$ cat config.mk
export PLATFORM = sky130hd
export DESIGN_NAME = ref_input_revalidation_monitor
export DESIGN_NICKNAME = d
export VERILOG_FILES = /design/src/rtl/revalid_pkg.sv /design/src/rtl/ref_input_revalidation_monitor.sv
export SDC_FILE = /design/constraint.sdc
export NUM_CORES = 1
export LEC_CHECK = 0
export ABC_AREA = 1
export BUFFER_PORTS_ARGS = -buffer_cell sky130_fd_sc_hd__buf_2
export CAP_MARGIN = 20
export CELL_PAD_IN_SITES_DETAIL_PLACEMENT = 1
export CELL_PAD_IN_SITES_GLOBAL_PLACEMENT = 2
export CORE_ASPECT_RATIO = 1.1
export CORE_MARGIN = 2
export CORE_UTILIZATION = 37
export DETAILED_ROUTE_END_ITERATION = 7
export GPL_ROUTABILITY_DRIVEN = 0
export PLACE_DENSITY_LB_ADDON = 0.1
export SYNTH_ARGS = -nofsm -noshare
export SYNTH_HDL_FRONTEND = slang
export SYNTH_SLANG_ARGS = --single-unit
$ cat constraint.sdc
create_clock -name CORE_CLK_I -period 4.55 [get_ports CORE_CLK_I]
set_input_delay 0.91 -clock CORE_CLK_I [delete_from_list [all_inputs] [get_ports CORE_CLK_I]]
set_output_delay 0.91 -clock CORE_CLK_I [all_outputs]
set_load 0.01 [all_outputs]
$ cat src/rtl/revalid_pkg.sv
/*
 * Shared constants for the reference input re-validation monitor: register
 * offsets, field positions, reset values and the divider and count tables.
 * Assumes a single core clock domain and an 8-bit register port.
 */
package revalid_pkg;

    // ----------------------------------------------------------------
    // bus geometry
    // ----------------------------------------------------------------
    localparam int ADDR_W = 8;
    localparam int DATA_W = 8;
    localparam int NUM_REF = 4;
    localparam int REVAL_W = 9;      // holds 256
    localparam int PRESC_W = 17;     // holds 2^17 - 1
    localparam int HOLD_W = 8;

    // ----------------------------------------------------------------
    // register offsets
    // ----------------------------------------------------------------
    localparam logic [ADDR_W-1:0] OFS_CTRL = 8'h00;
    localparam logic [ADDR_W-1:0] OFS_HOLDOFF = 8'h01;
    localparam logic [ADDR_W-1:0] OFS_PWRDN = 8'h02;
    localparam logic [ADDR_W-1:0] OFS_STATUS = 8'h03;
    localparam logic [ADDR_W-1:0] OFS_IRQ_STAT = 8'h04;
    localparam logic [ADDR_W-1:0] OFS_IRQ_MASK = 8'h05;

    // ----------------------------------------------------------------
    // control field positions
    // ----------------------------------------------------------------
    localparam int CTRL_MODE_LSB = 0;
    localparam int CTRL_DIV_LSB = 2;
    localparam int CTRL_CNT_LSB = 4;
    localparam int CTRL_QUAD_BIT = 6;
    localparam int CTRL_MASK_BIT = 7;
    localparam int ST_LIVE_BIT = 4;
    localparam int ST_STICKY_BIT = 5;
    localparam int IRQ_FAIL_BIT = 4;
    localparam int IRQ_UNLOCK_BIT = 5;

    // ----------------------------------------------------------------
    // reset values and the auto-with-holdover mode code
    // ----------------------------------------------------------------
    localparam logic [1:0] RST_MODE = 2'h0;
    localparam logic [1:0] RST_DIV_SEL = 2'h2;
    localparam logic [1:0] RST_CNT_SEL = 2'h2;
    localparam logic [HOLD_W-1:0] RST_HOLDOFF = 8'h80;
    localparam logic [NUM_REF-1:0] RST_PWRDN = 4'h0;
    localparam logic [1:0] MODE_AUTO_HOLD = 2'h3;

    // ----------------------------------------------------------------
    // prescaler terminal counts (divide minus one)
    // ----------------------------------------------------------------
    localparam logic [PRESC_W-1:0] PRESC_DIV15 = 17'h07fff;
    localparam logic [PRESC_W-1:0] PRESC_DIV16 = 17'h0ffff;
    localparam logic [PRESC_W-1:0] PRESC_DIV17 = 17'h1ffff;

    // ----------------------------------------------------------------
    // re-validation period counts
    // ----------------------------------------------------------------
    localparam logic [REVAL_W-1:0] RV_2 = 9'h002;
    localparam logic [REVAL_W-1:0] RV_8 = 9'h008;
    localparam logic [REVAL_W-1:0] RV_16 = 9'h010;
    localparam logic [REVAL_W-1:0] RV_32 = 9'h020;
    localparam logic [REVAL_W-1:0] RV_64 = 9'h040;
    localparam logic [REVAL_W-1:0] RV_128 = 9'h080;
    localparam logic [REVAL_W-1:0] RV_256 = 9'h100;

endpackage : revalid_pkg

$ cat src/rtl/ref_input_revalidation_monitor.sv
/*
 * Reference input monitor: per-input re-validation counters that release the
 * loss-of-signal flags, the hold-off timer with its reference prescaler,
 * per-input power-down controls, loss-of-lock status and an interrupt.
 * Assumes all inputs are synchronous to CORE_CLK_I; VCXO_PULSE_I marks one
 * VCXO-PLL output period, the per-input strobes come from edge detectors
 * outside this block, and the selection state machine lives elsewhere.
 */
// Strobed register access and the register addresses were chosen for this implementation.
// How it works
// - hold-off tick is VCXO pulses divided by 2^15, 2^16 or 2^17 per select
// - loss-of-signal loads the input counter; each valid period decrements it
// - a missing edge during re-validation reloads the programmed count
// - counter reaching zero re-validates the input and clears its flag
// - count select picks 2/16/32/64, or 8/64/128/256 with quad scale
// - four power-down bits, zero enables, one disables, all reset to zero
// - mask clear: unlock status on pll unlock or selected reference inactive
// - mask set: only pll unlock drives status and the lock pin
// - in auto-with-holdover the timer counts down, fails over, then reloads
// - hold-off period is the eight-bit value times the prescaler tick
`timescale 1ns/10ps
module ref_input_revalidation_monitor
    import revalid_pkg::*;
#(
    parameter int NUM_INPUTS = NUM_REF
)
(
    input wire logic CORE_CLK_I,
    input wire logic NRST_I,
    input wire logic [ADDR_W-1:0] ADDR_I,
    input wire logic [DATA_W-1:0] WDATA_I,
    input wire logic WR_I,
    input wire logic RD_I,
    output logic [DATA_W-1:0] RDATA_O,
    input wire logic VCXO_PULSE_I,
    input wire logic [NUM_REF-1:0] LOS_EVENT_I,
    input wire logic [NUM_REF-1:0] REF_PERIOD_OK_I,
    input wire logic [NUM_REF-1:0] REF_EDGE_MISS_I,
    input wire logic [1:0] REF_SEL_I,
    input wire logic PLL_UNLOCK_I,
    output logic [NUM_REF-1:0] LOS_FLAG_O,
    output logic [NUM_REF-1:0] REF_PWRDN_O,
    output logic [1:0] REF_MODE_O,
    output logic FAILOVER_O,
    output logic UNLOCK_LIVE_N_O,
    output logic UNLOCK_STICKY_N_O,
    output logic LOCK_O,
    output logic IRQ_O
);

    // ----------------------------------------------------------------
    // elaboration check
    // ----------------------------------------------------------------
    // the register layout has exactly four input slots
    if (NUM_INPUTS != NUM_REF) begin : g_bad_inputs
        $error("NUM_INPUTS must equal four");
    end

    // ----------------------------------------------------------------
    // functions
    // ----------------------------------------------------------------
    function automatic logic [PRESC_W-1:0] presc_limit(input logic [1:0] sel);
        logic [PRESC_W-1:0] lim;
        lim = PRESC_DIV17;
        unique case (sel)
            2'h0: lim = PRESC_DIV15;
            2'h1: lim = PRESC_DIV16;
            default: lim = PRESC_DIV17; // code 11 undefined, treat as 2^17
        endcase
        return lim;
    endfunction : presc_limit

    function automatic logic [REVAL_W-1:0] reval_count(input logic [1:0] sel,
                                                       input logic quad);
        logic [REVAL_W-1:0] n;
        n = RV_2;
        unique case ({quad, sel})
            3'h0: n = RV_2;
            3'h1: n = RV_16;
            3'h2: n = RV_32;
            3'h3: n = RV_64;
            3'h4: n = RV_8;
            3'h5: n = RV_64;
            3'h6: n = RV_128;
            3'h7: n = RV_256;
        endcase
        return n;
    endfunction : reval_count

    // ----------------------------------------------------------------
    // configuration registers
    // ----------------------------------------------------------------
    logic [1:0] ref_select_mode;
    logic [1:0] holdoff_ref_div_sel;
    logic [1:0] revalid_count_sel;
    logic revalid_quad_scale;
    logic refloss_mask;
    logic [HOLD_W-1:0] holdoff_period_value;
    logic [NUM_REF-1:0] ref_powerdown;
    logic [DATA_W-1:0] irq_mask;
    logic [DATA_W-1:0] irq_stat;
    logic [NUM_REF-1:0] los_flag;
    logic [NUM_REF-1:0] revalid_evt;
    logic [REVAL_W-1:0] reval_cnt [NUM_REF];
    logic [PRESC_W-1:0] presc_cnt;
    logic [HOLD_W-1:0] holdoff_cnt;
    logic holdoff_run;
    logic holdoff_tick;
    logic failover;
    logic unlock_cond;
    logic unlock_prev;
    logic vcxo_pll_unlock_sticky_n;
    logic [REVAL_W-1:0] reval_load;
    logic wr_ctrl;
    logic rd_irq;
    logic wr_status;

    assign wr_ctrl = WR_I && (ADDR_I == OFS_CTRL);
    assign rd_irq = RD_I && (ADDR_I == OFS_IRQ_STAT);
    assign wr_status = WR_I && (ADDR_I == OFS_STATUS);
    assign reval_load = reval_count(revalid_count_sel, revalid_quad_scale);

    // control register; divider and count selects steer the counters
    always_ff @(posedge CORE_CLK_I or negedge NRST_I) begin
        if (!NRST_I)
        begin
            ref_select_mode <= RST_MODE;
            holdoff_ref_div_sel <= RST_DIV_SEL;
            revalid_count_sel <= RST_CNT_SEL;
            revalid_quad_scale <= 1'b0;
            refloss_mask <= 1'b0;
        end
        else if (wr_ctrl)
        begin
            ref_select_mode <= WDATA_I[CTRL_MODE_LSB +: 2];
            holdoff_ref_div_sel <= WDATA_I[CTRL_DIV_LSB +: 2];
            revalid_count_sel <= WDATA_I[CTRL_CNT_LSB +: 2];
            revalid_quad_scale <= WDATA_I[CTRL_QUAD_BIT];
            refloss_mask <= WDATA_I[CTRL_MASK_BIT];
        end
    end

    // hold-off value, power-down bits and interrupt mask
    always_ff @(posedge CORE_CLK_I or negedge NRST_I) begin
        if (!NRST_I)
        begin
            holdoff_period_value <= RST_HOLDOFF;
            ref_powerdown <= RST_PWRDN;
            irq_mask <= '0;
        end
        else if (WR_I)
        begin
            if (ADDR_I == OFS_HOLDOFF)
            begin
                holdoff_period_value <= WDATA_I;
            end
            if (ADDR_I == OFS_PWRDN)
            begin
                ref_powerdown <= WDATA_I[NUM_REF-1:0];
            end
            if (ADDR_I == OFS_IRQ_MASK)
            begin
                irq_mask <= WDATA_I;
            end
        end
    end

    // ----------------------------------------------------------------
    // re-validation counters
    // ----------------------------------------------------------------
    // one counter per input; a powered-down input is held lost and ignores
    // its strobes, since its detector output means nothing while disabled
    for (genvar i = 0; i < NUM_REF; i++) begin : g_reval
        always_ff @(posedge CORE_CLK_I or negedge NRST_I) begin
            if (!NRST_I)
            begin
                reval_cnt[i] <= '0;
                los_flag[i] <= 1'b0;
                revalid_evt[i] <= 1'b0;
            end
            else
            begin
                revalid_evt[i] <= 1'b0;
                if (ref_powerdown[i] || LOS_EVENT_I[i])
                begin
                    los_flag[i] <= 1'b1; // loss wins over a same-cycle release
                    reval_cnt[i] <= reval_load;
                end
                else if (los_flag[i])
                begin
                    if (REF_EDGE_MISS_I[i])
                    begin
                        reval_cnt[i] <= reval_load;
                    end
                    else if (REF_PERIOD_OK_I[i])
                    begin
                        reval_cnt[i] <= reval_cnt[i] - 9'h001;
                        if (reval_cnt[i] == 9'h001)
                        begin
                            los_flag[i] <= 1'b0;
                            revalid_evt[i] <= 1'b1;
                        end
                    end
                end
            end
        end
    end

    // ----------------------------------------------------------------
    // hold-off timer
    // ----------------------------------------------------------------
    // prescaler free-runs on VCXO pulses so the first tick lands anywhere
    // inside one tick period; the hold-off time is accurate to one tick
    always_ff @(posedge CORE_CLK_I or negedge NRST_I) begin
        if (!NRST_I)
        begin
            presc_cnt <= '0;
        end
        else if (VCXO_PULSE_I)
        begin
            if (presc_cnt >= presc_limit(holdoff_ref_div_sel))
            begin
                presc_cnt <= '0;
            end
            else
            begin
                presc_cnt <= presc_cnt + 17'h00001;
            end
        end
    end

    assign holdoff_tick = VCXO_PULSE_I && (presc_cnt >= presc_limit(holdoff_ref_div_sel));

    // timer starts on loss of the selected input, fails over at zero
    always_ff @(posedge CORE_CLK_I or negedge NRST_I) begin
        if (!NRST_I)
        begin
            holdoff_cnt <= RST_HOLDOFF;
            holdoff_run <= 1'b0;
            failover <= 1'b0;
        end
        else
        begin
            failover <= 1'b0;
            if (ref_select_mode != MODE_AUTO_HOLD)
            begin
                holdoff_run <= 1'b0;
                holdoff_cnt <= holdoff_period_value;
            end
            else if (!holdoff_run)
            begin
                holdoff_cnt <= holdoff_period_value;
                holdoff_run <= LOS_EVENT_I[REF_SEL_I];
            end
            else if (holdoff_tick)
            begin
                if (holdoff_cnt <= 8'h01)
                begin
                    failover <= 1'b1;
                    holdoff_run <= 1'b0;
                    holdoff_cnt <= holdoff_period_value;
                end
                else
                begin
                    holdoff_cnt <= holdoff_cnt - 8'h01;
                end
            end
        end
    end

    // ----------------------------------------------------------------
    // loss-of-lock status
    // ----------------------------------------------------------------
    assign unlock_cond = PLL_UNLOCK_I || (los_flag[REF_SEL_I] && !refloss_mask);

    // sticky bit falls on unlock and rises on a status write; unlock wins
    always_ff @(posedge CORE_CLK_I or negedge NRST_I) begin
        if (!NRST_I)
        begin
            vcxo_pll_unlock_sticky_n <= 1'b1;
            unlock_prev <= 1'b0;
        end
        else
        begin
            unlock_prev <= unlock_cond;
            if (unlock_cond)
            begin
                vcxo_pll_unlock_sticky_n <= 1'b0;
            end
            else if (wr_status)
            begin
                vcxo_pll_unlock_sticky_n <= 1'b1;
            end
        end
    end

    // ----------------------------------------------------------------
    // interrupts
    // ----------------------------------------------------------------
    // read clears; a new event in the reading cycle stays set
    always_ff @(posedge CORE_CLK_I or negedge NRST_I) begin
        if (!NRST_I)
        begin
            irq_stat <= '0;
        end
        else
        begin
            irq_stat <= (rd_irq ? '0 : irq_stat)
                        | {2'h0, 1'b0, 1'b0, revalid_evt}
                        | ({{(DATA_W-1){1'b0}}, failover} << IRQ_FAIL_BIT)
                        | ({{(DATA_W-1){1'b0}}, unlock_cond && !unlock_prev}
                           << IRQ_UNLOCK_BIT);
        end
    end

    // ----------------------------------------------------------------
    // read port
    // ----------------------------------------------------------------
    always_ff @(posedge CORE_CLK_I or negedge NRST_I) begin
        if (!NRST_I)
        begin
            RDATA_O <= '0;
        end
        else if (RD_I)
        begin
            unique case (ADDR_I)
                OFS_CTRL: RDATA_O <= {refloss_mask, revalid_quad_scale,
                                      revalid_count_sel, holdoff_ref_div_sel,
                                      ref_select_mode};
                OFS_HOLDOFF: RDATA_O <= holdoff_period_value;
                OFS_PWRDN: RDATA_O <= {4'h0, ref_powerdown};
                OFS_STATUS: RDATA_O <= {2'h0, !vcxo_pll_unlock_sticky_n,
                                        unlock_cond, los_flag};
                OFS_IRQ_STAT: RDATA_O <= irq_stat;
                OFS_IRQ_MASK: RDATA_O <= irq_mask;
                default: RDATA_O <= '0; // unmapped reads return zero
            endcase
        end
        else
        begin
            RDATA_O <= '0;
        end
    end

    // ----------------------------------------------------------------
    // outputs
    // ----------------------------------------------------------------
    assign LOS_FLAG_O = los_flag;
    assign REF_PWRDN_O = ref_powerdown;
    assign REF_MODE_O = ref_select_mode;
    assign FAILOVER_O = failover;
    assign UNLOCK_LIVE_N_O = !unlock_cond;
    assign UNLOCK_STICKY_N_O = vcxo_pll_unlock_sticky_n;
    assign LOCK_O = !unlock_cond;
    assign IRQ_O = |(irq_stat & irq_mask);

endmodule : ref_input_revalidation_monitor

Yosys cells after proc, flatten, opt, wreduce, memory -nomap -nowiden
Memory sizes are Yosys's and may differ from the RTL's. Cells that the tools add are included.

Memories kept: 1. Bits in read-only memories: 56. Logic and storage cells: 169. Bits of input ports: 36. Output and inout bits: 23. Bits in registers: 117.

Reductions and logical operators: 34. Eq/ne operators: 12. Multiplexer cells: 80. $lt $le $gt $ge: 4. Add/subtract/negate cells: 6. Bitwise gates (word level): 4.

Memory list: (name not given) (depth 8, bits a word 7, read ports 1, clocked after memory_dff 0, wr ports 0, RTL line ref_input_revalidation_monitor.sv:77) `unique case ({quad, sel})`.

Operator list (number): $mux 9 (16); $mux 1 (52); $mux 8 (6); $pmux 8 s6 (1); $eq 9x1->1 const B (4); $sub 9x1->9 const B (4); $ge 17x17->1 (2); $mux 17 (2); $pmux 17 s2 (1); $add 17x1->17 const B (1); $eq 8x2->1 const B (2); $eq 8x3->1 const B (2); $reduce_and 2->1 (7); $reduce_bool 3->1 (4); $reduce_bool 2->1 (5); $and 8x8->8 (1); $eq 8x1->1 const B (1); $le 8x1->1 const B (1); $logic_not 8->1 (1); $or 8x4->8 (1); $or 8x5->8 (1); $or 8x6->8 (1); $reduce_or 8->1 (1); $sub 8x1->8 const B (1); 9 further kinds (22).

Depth between registers and ports, before layout
Gate-level depths: netlist of the first run.

Word-level depth: 7. Depth in mapped cells: 13. Gate-level depth less buffers: 12.

Worst setup path before layout of the first run
No wires, ideal clock.

Path kind: input to output. Start: in REF_SEL_I[0]. End: out UNLOCK_LIVE_N_O. Data required time: 3.640 ns. Cell stages on the path: 6. Path slack: 2.156 ns. Arrival: 1.484 ns. Buffers on the path: 1. Cells stage by stage: a21oi_1 -> o21ai_0 -> nand3_1 -> nand2_1 -> inv_1 -> buf_4.

Cells in the longest elaborated chain, start to end: 5.

RTL lines: start: declaration (RTL line ref_input_revalidation_monitor.sv:39) `input wire logic [1:0] REF_SEL_I,`; $bmux 1 s2 (RTL line ref_input_revalidation_monitor.sv:274) `assign unlock_cond = PLL_UNLOCK_I || (los_flag[REF_SEL_I] && !refloss_mask);`; $mux 1 (not written as such) (RTL line ref_input_revalidation_monitor.sv:274); $logic_and 1x1->1 (RTL line ref_input_revalidation_monitor.sv:274); $logic_or 1x1->1 (RTL line ref_input_revalidation_monitor.sv:274); net unlock_cond (RTL line ref_input_revalidation_monitor.sv:110) `logic unlock_cond;`; $logic_not 1->1; end: declaration (RTL line ref_input_revalidation_monitor.sv:45) `output logic UNLOCK_LIVE_N_O,`.

The timed path passes the listed nets, and every way through them passes these cells. The select of a mux whose other input is x is not followed.

Final worst setup path of the first run
Start: in REF_SEL_I[0]. End: out UNLOCK_LIVE_N_O.

Cells in the longest elaborated chain, start to end: 5.

RTL lines: $bmux 1 s2 (RTL line ref_input_revalidation_monitor.sv:274); $mux 1 (not written as such) (RTL line ref_input_revalidation_monitor.sv:274); $logic_and 1x1->1 (RTL line ref_input_revalidation_monitor.sv:274); $logic_or 1x1->1 (RTL line ref_input_revalidation_monitor.sv:274); net unlock_cond (RTL line ref_input_revalidation_monitor.sv:110); $logic_not 1->1 (RTL line ref_input_revalidation_monitor.sv:352) `assign UNLOCK_LIVE_N_O = !unlock_cond;`.

The timed path passes the listed nets, and every way through them passes these cells. The select of a mux whose other input is x is not followed.

==> results_dict.tcl, run 1 <==
set metrics [dict create \
    outcome "complete, no violations" \
    fin_nets 981 \
    hold_depth 1 \
    nFillCells 2132 \
    io_pins 59 \
    r2r-start "holdoff_ref_div_sel[1]" \
    die_area_sq_mm 0.0186 \
    synth_seq_cells 115 \
    hold_violations 0 \
    endpoint_kind "primary output" \
    yosys_warnings 0 \
    drive_gt1_share_pct 14.8 \
    post_cts_buffers 0 \
    cts_tree "built" \
    core-area_sq_mm 0.0171 \
    async_flop_share_pct 100 \
    crit_path_start_kind "primary input" \
    routed_wl_mm 19.4 \
    synth.distinct_cells 41 \
    required_ps 3640 \
    cts-resized-gates 0 \
    fin_crit_sh_pct 58.8 \
    fp-row-count 50 \
    reg2reg_depth 11 \
    setup_tns_ps 0 \
    vias_per_cell 5.01 \
    start_util_pct 38.0 \
    ys.flop_type "dfrtp_1" \
    path_clk_slew_ps 50 \
    wl_per_cell_microns 16.5 \
    die_w_microns 130 \
    yosysSeqAreaShare_pct 44.5 \
    wl_met1_mm 8.80 \
    crit_top_cell "buf_2" \
    crit_slowest_cell "a21oi_1" \
    dpl.hpwl_mm 14.5 \
    power_leakage_nw 3.90 \
    fin_worst_skew_ps 8.46 \
    max_freq_ghz 0.374 \
    top_layer "met4" \
    cp.arrival_ps 1770 \
    grt_max_degree 56 \
    r2r_slack_ps 2250 \
    dr.pass1.iters 4 \
    htreeDepth 4 \
    insertedDiodeCount 0 \
    gr-total-overflow 0 \
    cp_top_family "buffers and inverters" \
    worst_slew_pin_slew_ps 742 \
    ant_nets 0 \
    worst-path-max-fanout 6 \
    fin_area_sq_mm 0.00765 \
    netlist_instances 868 \
    grt_util_all_layers_pct 22.1 \
    holdPathEnd "irq_stat[5]" \
    antenna_found_initial 0 \
    maxCapViolCount 0 \
    cts_root_buf "clkbuf_16" \
    setup_violations 0 \
    wl_met3_microns 519 \
    rsz0062_at_grt "no" \
    critPathMaxStageDelay_ps 140 \
    numPortBuffers 58 \
    worstPathCellList "buf_2 > a21oi_1 > o21ai_0 > nand3_1 > nand2_1 > inv_1 > buf_2" \
    first_global_vias 6249 \
    drtIter0Drc 244 \
    period_minus_slack_ps 2680 \
    drv_slew 0 \
    die_y_microns 143 \
    vias 5911 \
    syn_area_sq_mm 0.00649 \
    postSynthAreaPerCell_sq_um 7.47 \
    grt_pass1_wl_mm 31.8 \
    hp-class "register to register" \
    synth_edf_count 0 \
    clockBufferDepth 2 \
    route.detailed.drc 0 \
    r2r_end "presc_cnt[12]" \
    met2_length_mm 9.84 \
    hold_buffers 0 \
    numCtsBuffers 17 \
    hold_start "unlock_prev" \
    ir_drop_uv 273 \
    cts.sinks 115 \
    path_class "primary input to primary output" \
    slew_headroom_pct 50.5 \
    synth_nets 917 \
    clk_latency_ps 410 \
    power.density_mw_per_mm2 399 \
    syn2layout_area_growth_pct 17.9 \
    crit_buf_inv 3 \
    dpl-instance-area_sq_mm 0.00700 \
]
synth_stat cells, drive strengths merged (2+ instances only):
cell type / instances / area [sq um]
a21oi: 37 / 185
and2: 2 / 12.5
buf: 13 / 82.6
clkbuf: 2 / 7.51
clkinv: 2 / 7.51
dfrtp: 110 / 2750
dfstp: 5 / 131
ha: 13 / 163
inv: 124 / 465
nand2: 221 / 865
nand3: 70 / 360
nand4: 7 / 43.8
nor2: 106 / 410
nor3: 17 / 96.4
nor4: 4 / 40.0
o211ai: 6 / 45.0
o21ai: 90 / 514
o21bai: 5 / 37.5
o22ai: 6 / 37.5
or2: 4 / 27.5
xnor2: 3 / 26.3
xor2: 14 / 123
state kept, by name, indices dropped and copies added (netlist names), 2 cells and up:
signal,flops
reval_cnt,36
revalid_evt,4
holdoff_period_value,8
revalid_count_sel,2
holdoff_ref_div_sel,2
presc_cnt,17
REF_PWRDN_O,4
irq_mask,8
holdoff_cnt,8
RDATA_O,8
REF_MODE_O,2
irq_stat,6
LOS_FLAG_O,4
cells in the final DEF, fill, tap and decap left out, types with 4 or more instances in the layout:
master | netlist | routed
nand2_1 | 209 | 209
inv_1 | 121 | 121
dfrtp_1 | 110 | 110
nor2_1 | 101 | 101
o21ai_0 | 72 | 72
nand3_1 | 68 | 68
buf_2 | 9 | 57
a21oi_1 | 37 | 37
o21ai_2 | 17 | 17
clkbuf_16 | 0 | 17
nor3_1 | 16 | 16
xor2_1 | 14 | 14
ha_1 | 13 | 13
nand2_2 | 11 | 11
nand4_1 | 7 | 7
o211ai_1 | 6 | 6
o22ai_1 | 6 | 6
dfstp_2 | 5 | 5
o21bai_1 | 5 | 5
nor2_2 | 5 | 5
bufinv_16 | 0 | 5
clkinv_2 | 0 | 4
worst reg2reg max path, cell delays in order (launching register included):
cell      delay, ps
dfstp_2         560
inv_1            50
ha_1            290
nand2_1          80
nor2_1           60
nand2_1          60
nor2_1           40
nand2_1          80
nand3_2          90
nand2_2         290
clkinv_1        400
a21oi_1         220
per-layer routing:
metal  GRT usage (%)  vias to the layer above
li1                -                     2916
met1            27.7                     2902
met2            38.7                       73
met3            4.38                       20
met4            5.66                        0
met5               0                        -
power by group:
group | switching [mW] | total [mW] | internal [mW]
registers | 0.0704 | 1.17 | 1.10
logic | 0.255 | 0.385 | 0.129
clock network | 0.482 | 1.49 | 1.01
total | 0.807 | 3.05 | 2.24
worst max-delay path by stage:
stage                            start  slack, ps  depth (start not counted)               to
after floorplan           REF_SEL_I[0]       2160                          6  UNLOCK_LIVE_N_O
final                     REF_SEL_I[0]       1870                          7  UNLOCK_LIVE_N_O
after CTS                 REF_SEL_I[0]       1850                          7  UNLOCK_LIVE_N_O
after detailed placement  REF_SEL_I[0]       1860                          7  UNLOCK_LIVE_N_O
after global routing      REF_SEL_I[0]       1730                          8  UNLOCK_LIVE_N_O
after global placement    REF_SEL_I[0]       1890                          8  UNLOCK_LIVE_N_O
final cells by class:
type / count / area, sq um / area share (%)
timing repair buffer: 60 / 308 / 4.02
clock inverter: 10 / 179 / 2.34
inverter: 126 / 473 / 6.18
sequential: 115 / 2880 / 37.7
tap: 234 / 293 / 3.83
multi-input combinational: 612 / 3040 / 39.7
clock buffer: 22 / 474 / 6.20
metrics by stage:
stage | setup slack [ps] | utilization (%) | hold slack [ps] | cells | power (mW)
detailed placement | 1860 | 41.0 | 428 | 1147 | 1.57
CTS | 1850 | 44.8 | 436 | 1179 | 3.09
floorplan | 2160 | - | 413 | 868 | 1.43
global placement | 1890 | 41.0 | 421 | 1147 | 1.55
global route | 1730 | 44.8 | 455 | 1179 | 3.19
finish | 1870 | 44.8 | 431 | 1179 | 3.05
kinds of logic (layout without fill, tap and decap cells):
| group | count (synthesis) | count (layout) | synth area share [%] |
|---|---|---|---|
| xor gates and xnor gates | 17 | 17 | 2.30 |
| adders and majority gates | 13 | 13 | 2.51 |
| AOI/OAI and AO/OA | 148 | 148 | 13.1 |
| and+or+nand+nor | 434 | 434 | 28.9 |
| buffers and inverters | 141 | 218 | 8.68 |
| DFF | 115 | 115 | 44.5 |
Note: power is estimated with default switching activity, not from simulation.
==> run 2, diff against run 1 <==
--- a/config.mk
+++ b/config.mk
@@ -5,14 +5,14 @@
 export SDC_FILE = /design/constraint.sdc
 export NUM_CORES = 1
 export LEC_CHECK = 0
-export ABC_AREA = 1
+export ABC_AREA = 0
 export BUFFER_PORTS_ARGS = -buffer_cell sky130_fd_sc_hd__buf_2
 export CAP_MARGIN = 20
 export CELL_PAD_IN_SITES_DETAIL_PLACEMENT = 1
 export CELL_PAD_IN_SITES_GLOBAL_PLACEMENT = 2
 export CORE_ASPECT_RATIO = 1.1
 export CORE_MARGIN = 2
-export CORE_UTILIZATION = 37
+export CORE_UTILIZATION = 34
 export DETAILED_ROUTE_END_ITERATION = 7
 export GPL_ROUTABILITY_DRIVEN = 0
 export PLACE_DENSITY_LB_ADDON = 0.1
==> constraint.sdc (replaced) <==
create_clock -name CORE_CLK_I -period 2.2 [get_ports CORE_CLK_I]
set_input_delay 0.44 -clock CORE_CLK_I [delete_from_list [all_inputs] [get_ports CORE_CLK_I]]
set_output_delay 0.44 -clock CORE_CLK_I [all_outputs]
set_load 0.01 [all_outputs]
==> results_dict.tcl, run 2 <==
set metrics [dict create \
    outcome "complete, no violations" \
    final_common_cell "dfrtp_1" \
    grt_max_degree 39 \
    first_global_vias 5472 \
    clockBufferDepth 2 \
    die_w_microns 132 \
    dpl-instance-area_sq_mm 0.00684 \
    cts_root_buf "clkbuf_16" \
    antenna_found_initial 0 \
    drv_slew 0 \
    hold_buffers 0 \
    period_minus_slack_ps 2130 \
    drtIter0Drc 149 \
    synth.distinct_cells 64 \
    largest-register "reval_cnt" \
    fin_area_sq_mm 0.00747 \
    synth_commonest_cells "dfrtp_1 (110), nor2_1 (77), o21ai_0 (49), a21oi_1 (40), nand2_1 (33)" \
    crit_end "LOCK_O" \
    vias 5034 \
    async_flop_share_pct 100 \
    drive_gt1_share_pct 24.4 \
    crit_path_start_kind "register" \
    routed_wl_mm 17.3 \
    power.density_mw_per_mm2 787 \
    insertedDiodeCount 0 \
    setup_violations 0 \
    yosysMostFrequentCell "dfrtp_1" \
    fin_crit_sh_pct 96.8 \
    yosys_warnings 0 \
    fin_util_pct 42.3 \
    die_area_sq_mm 0.0191 \
    nFillCells 1993 \
    setup_tns_ps 0 \
    cts_tree "built" \
    crit_slowest_cell "mux4_2" \
    worstPathCellList "mux4_2 > a21oi_4 > buf_2" \
    crit_buf_inv 1 \
    worst_slew_pin_slew_ps 706 \
    syn_area_sq_mm 0.00611 \
    fp-row-count 51 \
    reg2reg_depth 7 \
    worst-path-max-fanout 6 \
    fin_nets 750 \
    netlist_instances 617 \
    clk_latency_ps 410 \
    dpl.hpwl_mm 13.0 \
    synth_edf_count 0 \
    required_ps 1760 \
    whs_ps 14.8 \
    largest_register_ffs 36 \
    hp-class "primary input to asynchronous set/reset pin" \
    maxCapViolCount 0 \
    path_class "register to primary output" \
    rsz0062_at_grt "no" \
    r2r_slack_ps 190 \
    wl_per_cell_microns 18.2 \
    numCtsBuffers 17 \
    crit_cells 3 \
    synth_area_leaders "dfrtp_1 (45%), mux2_2 (5.3%), nor2_1 (4.7%)" \
    grt_util_all_layers_pct 19.4 \
    io_pins 59 \
    gr-total-overflow 0 \
    synth_seq_cells 115 \
    yosysSeqAreaShare_pct 47.2 \
    slew_headroom_pct 52.5 \
    startpoint "LOS_FLAG_O[1]" \
    die_y_microns 145 \
    hold_violations 0 \
    ir_drop_uv 525 \
    vias_per_cell 5.29 \
    final_cell_mix "dfrtp_1 (108), nor2_1 (77), buf_2 (57)" \
    met1_usage_pct 24.2 \
    htreeDepth 4 \
    cp.arrival_ps 1690 \
    use_met3_pct 3.94 \
    synth.top_cell.area_share_pct 45.0 \
    use_met2_pct 34.3 \
    grt_pass1_wl_mm 28.8 \
    postSynthAreaPerCell_sq_um 9.91 \
    power_leakage_nw 3.51 \
    dr.pass1.iters 4 \
    syn2layout_area_growth_pct 22.2 \
    r2r-start "holdoff_ref_div_sel[1]" \
    start_util_pct 34.6 \
    max_freq_ghz 0.469 \
    numPortBuffers 58 \
    endpoint_kind "primary output" \
    route.detailed.drc 0 \
    core-area_sq_mm 0.0177 \
    path_clk_slew_ps 50 \
    synth_nets 666 \
    ys.flop_type "dfrtp_1" \
    critPathMaxStageDelay_ps 530 \
    cts.sinks 115 \
    cp_top_family "multiplexers" \
    reg_top3 "reval_cnt: 36 flops, presc_cnt: 17 flops" \
    ant_nets 0 \
    yosys.area.top_type "dfrtp_1" \
    top_usage_layer "met2" \
    r2r_end "holdoff_cnt[0]" \
    fin_worst_skew_ps 9.03 \
]
## run 2: cell count changes after synthesis, moves of 17 or more
cell,delta
nand2_1,-176
o21ai_0,-23
nand3_1,-53
mux2_2,+29
o21ai_2,-17
nor2_1,-24
inv_1,-100
## run 2: metrics by stage
step	std cells	setup WS [ps]	power [mW]
after floorplan	617	266	2.90
after global routing	951	4.76	6.18
after detailed placement	916	57.0	3.21
after global placement	916	123	3.19
final	951	70.0	5.88
after CTS	949	12.8	5.96
## run 2: layout make-up
type                       count  area (sq um)  share of cell area (%)
inverter                      21          78.8                    1.05
tap                          238           298                    3.99
sequential                   115          2890                    38.6
clock inverter                 4          72.6                   0.971
multi-input combinational    456          3060                    41.0
clock buffer                  27           503                    6.73
timing repair buffer          90           571                    7.64
## run 2: worst min path at each step
stage | from | end | slack (ps) | depth (start not counted)
2_1_floorplan | NRST_I | FAILOVER_O | 140 | 0
3_3_place_gp | revalid_evt[1] | irq_stat[1] | 410 | 1
3_5_place_dp | revalid_evt[3] | irq_stat[3] | 420 | 1
4_1_cts | NRST_I | holdoff_cnt[5] | 20 | 1
5_1_grt | NRST_I | holdoff_cnt[5] | 30 | 1
6_report | NRST_I | holdoff_cnt[5] | 10 | 1
## run 2: cell families after synthesis
family,synth area share [%]
AOI/OAI and AO/OA,14.7
muxes,10.4
adders and majority gates,2.66
DFF,47.2
and+or+nand+nor,19.6
xor gates and xnor gates,2.29
buffers and inverters,3.17
## run 2: timing repair
| item | 4_1_cts | 5_1_grt |
|---|---|---|
| endpoints found under the setup margin | 2 | 23 |
| gates resized for setup | 3 | 3 |
| setup buffers | 2 | 2 |
| pin swaps | 1 | 1 |
## run 2: per-layer routing
layer  wire, microns  up-vias
met1            7890     2549
met4             183        0
met3             410       16
met2            8820       54
li1                -     2415
met5               0        -
## run 2: power by group
part	internal [mW]	total [mW]	switching, mW
combinational	0.327	0.749	0.422
sequential	2.27	2.43	0.166
clock	1.78	2.69	0.915
==> run 3, diff against run 2 <==
--- a/config.mk
+++ b/config.mk
@@ -15,7 +15,7 @@
 export CORE_UTILIZATION = 34
 export DETAILED_ROUTE_END_ITERATION = 7
 export GPL_ROUTABILITY_DRIVEN = 0
-export PLACE_DENSITY_LB_ADDON = 0.1
+export PLACE_DENSITY = 0.82
 export SYNTH_ARGS = -nofsm -noshare
 export SYNTH_HDL_FRONTEND = slang
 export SYNTH_SLANG_ARGS = --single-unit
==> results_dict.tcl, run 3 (synthesis results as in run 2) <==
set metrics [dict create \
    numPortBuffers 58 \
    r2r-start "holdoff_cnt[0]" \
    endpoint_kind "primary output" \
    crit_buf_inv 1 \
    worst-path-max-fanout 3 \
    clk_latency_ps 430 \
    r2r_end "holdoff_cnt[2]" \
    hold_violations 0 \
    reg2reg_depth 8 \
    slew_headroom_pct 39.4 \
    nFillCells 2037 \
    worstPathCellList "mux4_2 > a21oi_4 > buf_2" \
    dpl.hpwl_mm 13.2 \
    grt_util_all_layers_pct 19.9 \
    ir_drop_uv 571 \
    die_w_microns 132 \
    clockPowerShare_pct 47.8 \
    vias 5166 \
    path_class "register to primary output" \
    grt_pass1_wl_mm 29.4 \
    required_ps 1760 \
    largest_register_ffs 36 \
    syn2layout_area_growth_pct 23.2 \
    largest-register "reval_cnt" \
    setup_tns_ps 0 \
    p_int_mw 4.55 \
    clockBufferDepth 2 \
    final_cell_mix "dfrtp_1 (109), nor2_1 (77), buf_2 (57)" \
    htreeDepth 4 \
    crit_path_start_kind "register" \
    dr.pass1.iters 4 \
    fin_worst_skew_ps 10.7 \
    fin_ws_ps 9.79 \
    preCtsSetupSlack_ps 46.4 \
    drtIter0Drc 245 \
    reg_top3 "reval_cnt: 36 flops, presc_cnt: 17 flops" \
    first_global_vias 5396 \
    die_area_sq_mm 0.0191 \
    outcome "complete, no violations" \
    core-area_sq_mm 0.0177 \
    pwr-share-comb_pct 12.6 \
    cp_top_family "multiplexers" \
    cts.sinks 115 \
    drive_gt1_share_pct 25.0 \
    fp-row-count 51 \
    insertedDiodeCount 0 \
    switching_share_pct 25.9 \
    fin_crit_sh_pct 99.6 \
    holdPathEnd "LOS_FLAG_O[2]" \
    fin_nets 753 \
    crit_slowest_cell "mux4_2" \
    final_common_cell "dfrtp_1" \
    drv_slew 0 \
    start_util_pct 34.6 \
    hold_depth 2 \
    power_mw 6.14 \
    worst_slew_pin_slew_ps 907 \
    fin_util_pct 42.6 \
    rsz0062_at_grt "yes" \
    critPathMaxStageDelay_ps 530 \
    path_clk_slew_ps 60 \
    hold_start "REF_PERIOD_OK_I[2]" \
    period_minus_slack_ps 2190 \
    setup_violations 0 \
    numCtsBuffers 17 \
    power.density_mw_per_mm2 815 \
    gr-total-overflow 0 \
    wl_per_cell_microns 19.0 \
    maxCapViolCount 0 \
    cts_root_buf "clkbuf_16" \
    power_leakage_nw 3.56 \
    antenna_found_initial 1 \
    cts_tree "built" \
    crit_cells 3 \
    grt_max_degree 48 \
    vias_per_cell 5.41 \
    die_y_microns 145 \
    r2r_slack_ps 110 \
    hp-class "primary input to register" \
    ant_nets 0 \
    p_seq_share_pct 39.7 \
    routed_wl_mm 18.1 \
    switching_power_mw 1.59 \
    io_pins 59 \
    cp.arrival_ps 1750 \
    max_freq_ghz 0.457 \
    route.detailed.drc 0 \
]
run 3: changes by cell type in the layout (fill, tap and decap cells not counted), moves of 2 or more:
cell,delta
buf_4,+2
bufinv_16,+2
clkbuf_1,-3
clkbuf_8,-2
clkinv_2,+3
clkinv_4,+2
run 3: worst max path at each step:
stage / slack (ps) / end / from
floorplan: 270 / holdoff_cnt[5] / holdoff_cnt[0]
global placement: 100 / irq_mask[0] / ADDR_I[3]
detailed placement: 50 / irq_mask[1] / ADDR_I[3]
CTS: 2 / holdoff_cnt[2] / holdoff_ref_div_sel[1]
global route: -40 / UNLOCK_LIVE_N_O / LOS_FLAG_O[0]
finish: 10 / UNLOCK_LIVE_N_O / LOS_FLAG_O[0]
run 3: per-stage QoR:
stage,instances,cell area [sq um],hold WS (ps)
after floorplan,617,6110,144
after global placement,920,6860,415
after detailed placement,920,6860,415
after CTS,954,7510,271
after global routing,955,7530,276
final,955,7530,279
run 3: final cells by class:
| type | count | area, sq um | share of cell area [%] |
|---|---|---|---|
| inverters | 21 | 78.8 | 1.05 |
| clock inverters | 10 | 158 | 2.09 |
| flip-flops and latches | 115 | 2890 | 38.3 |
| well taps | 238 | 298 | 3.95 |
| clock buffers | 22 | 464 | 6.16 |
| multi-input cells | 456 | 3050 | 40.5 |
| repair buffers | 93 | 596 | 7.91 |
run 3: timing repair:
item	in CTS	in global routing
gates resized for setup	3	1
gates cloned	0	0
hold buffers	1	0
endpoints found under the hold margin	23	0
pin swaps	2	1
setup endpoints to repair	3	23
buffers inserted	1	1
run 3: power by group through the flow:
stage / sequential (mW) / clock (mW) / combinational, mW
CTS: 2.43 / 2.99 / 0.777
finish: 2.44 / 2.93 / 0.772
floorplan: 2.41 / 0 / 0.480
global route: 2.46 / 3.09 / 0.865
global placement: 2.45 / 0 / 0.726
detailed placement: 2.46 / 0 / 0.762
run 3: per-layer routing:
metal / routed length (microns) / global-route usage (%) / vias to the layer above
li1: - / - / 2418
met1: 8270 / 24.8 / 2623
met2: 8940 / 34.1 / 98
met3: 629 / 4.67 / 25
met4: 267 / 6.86 / 2
met5: 16 / 0 / -
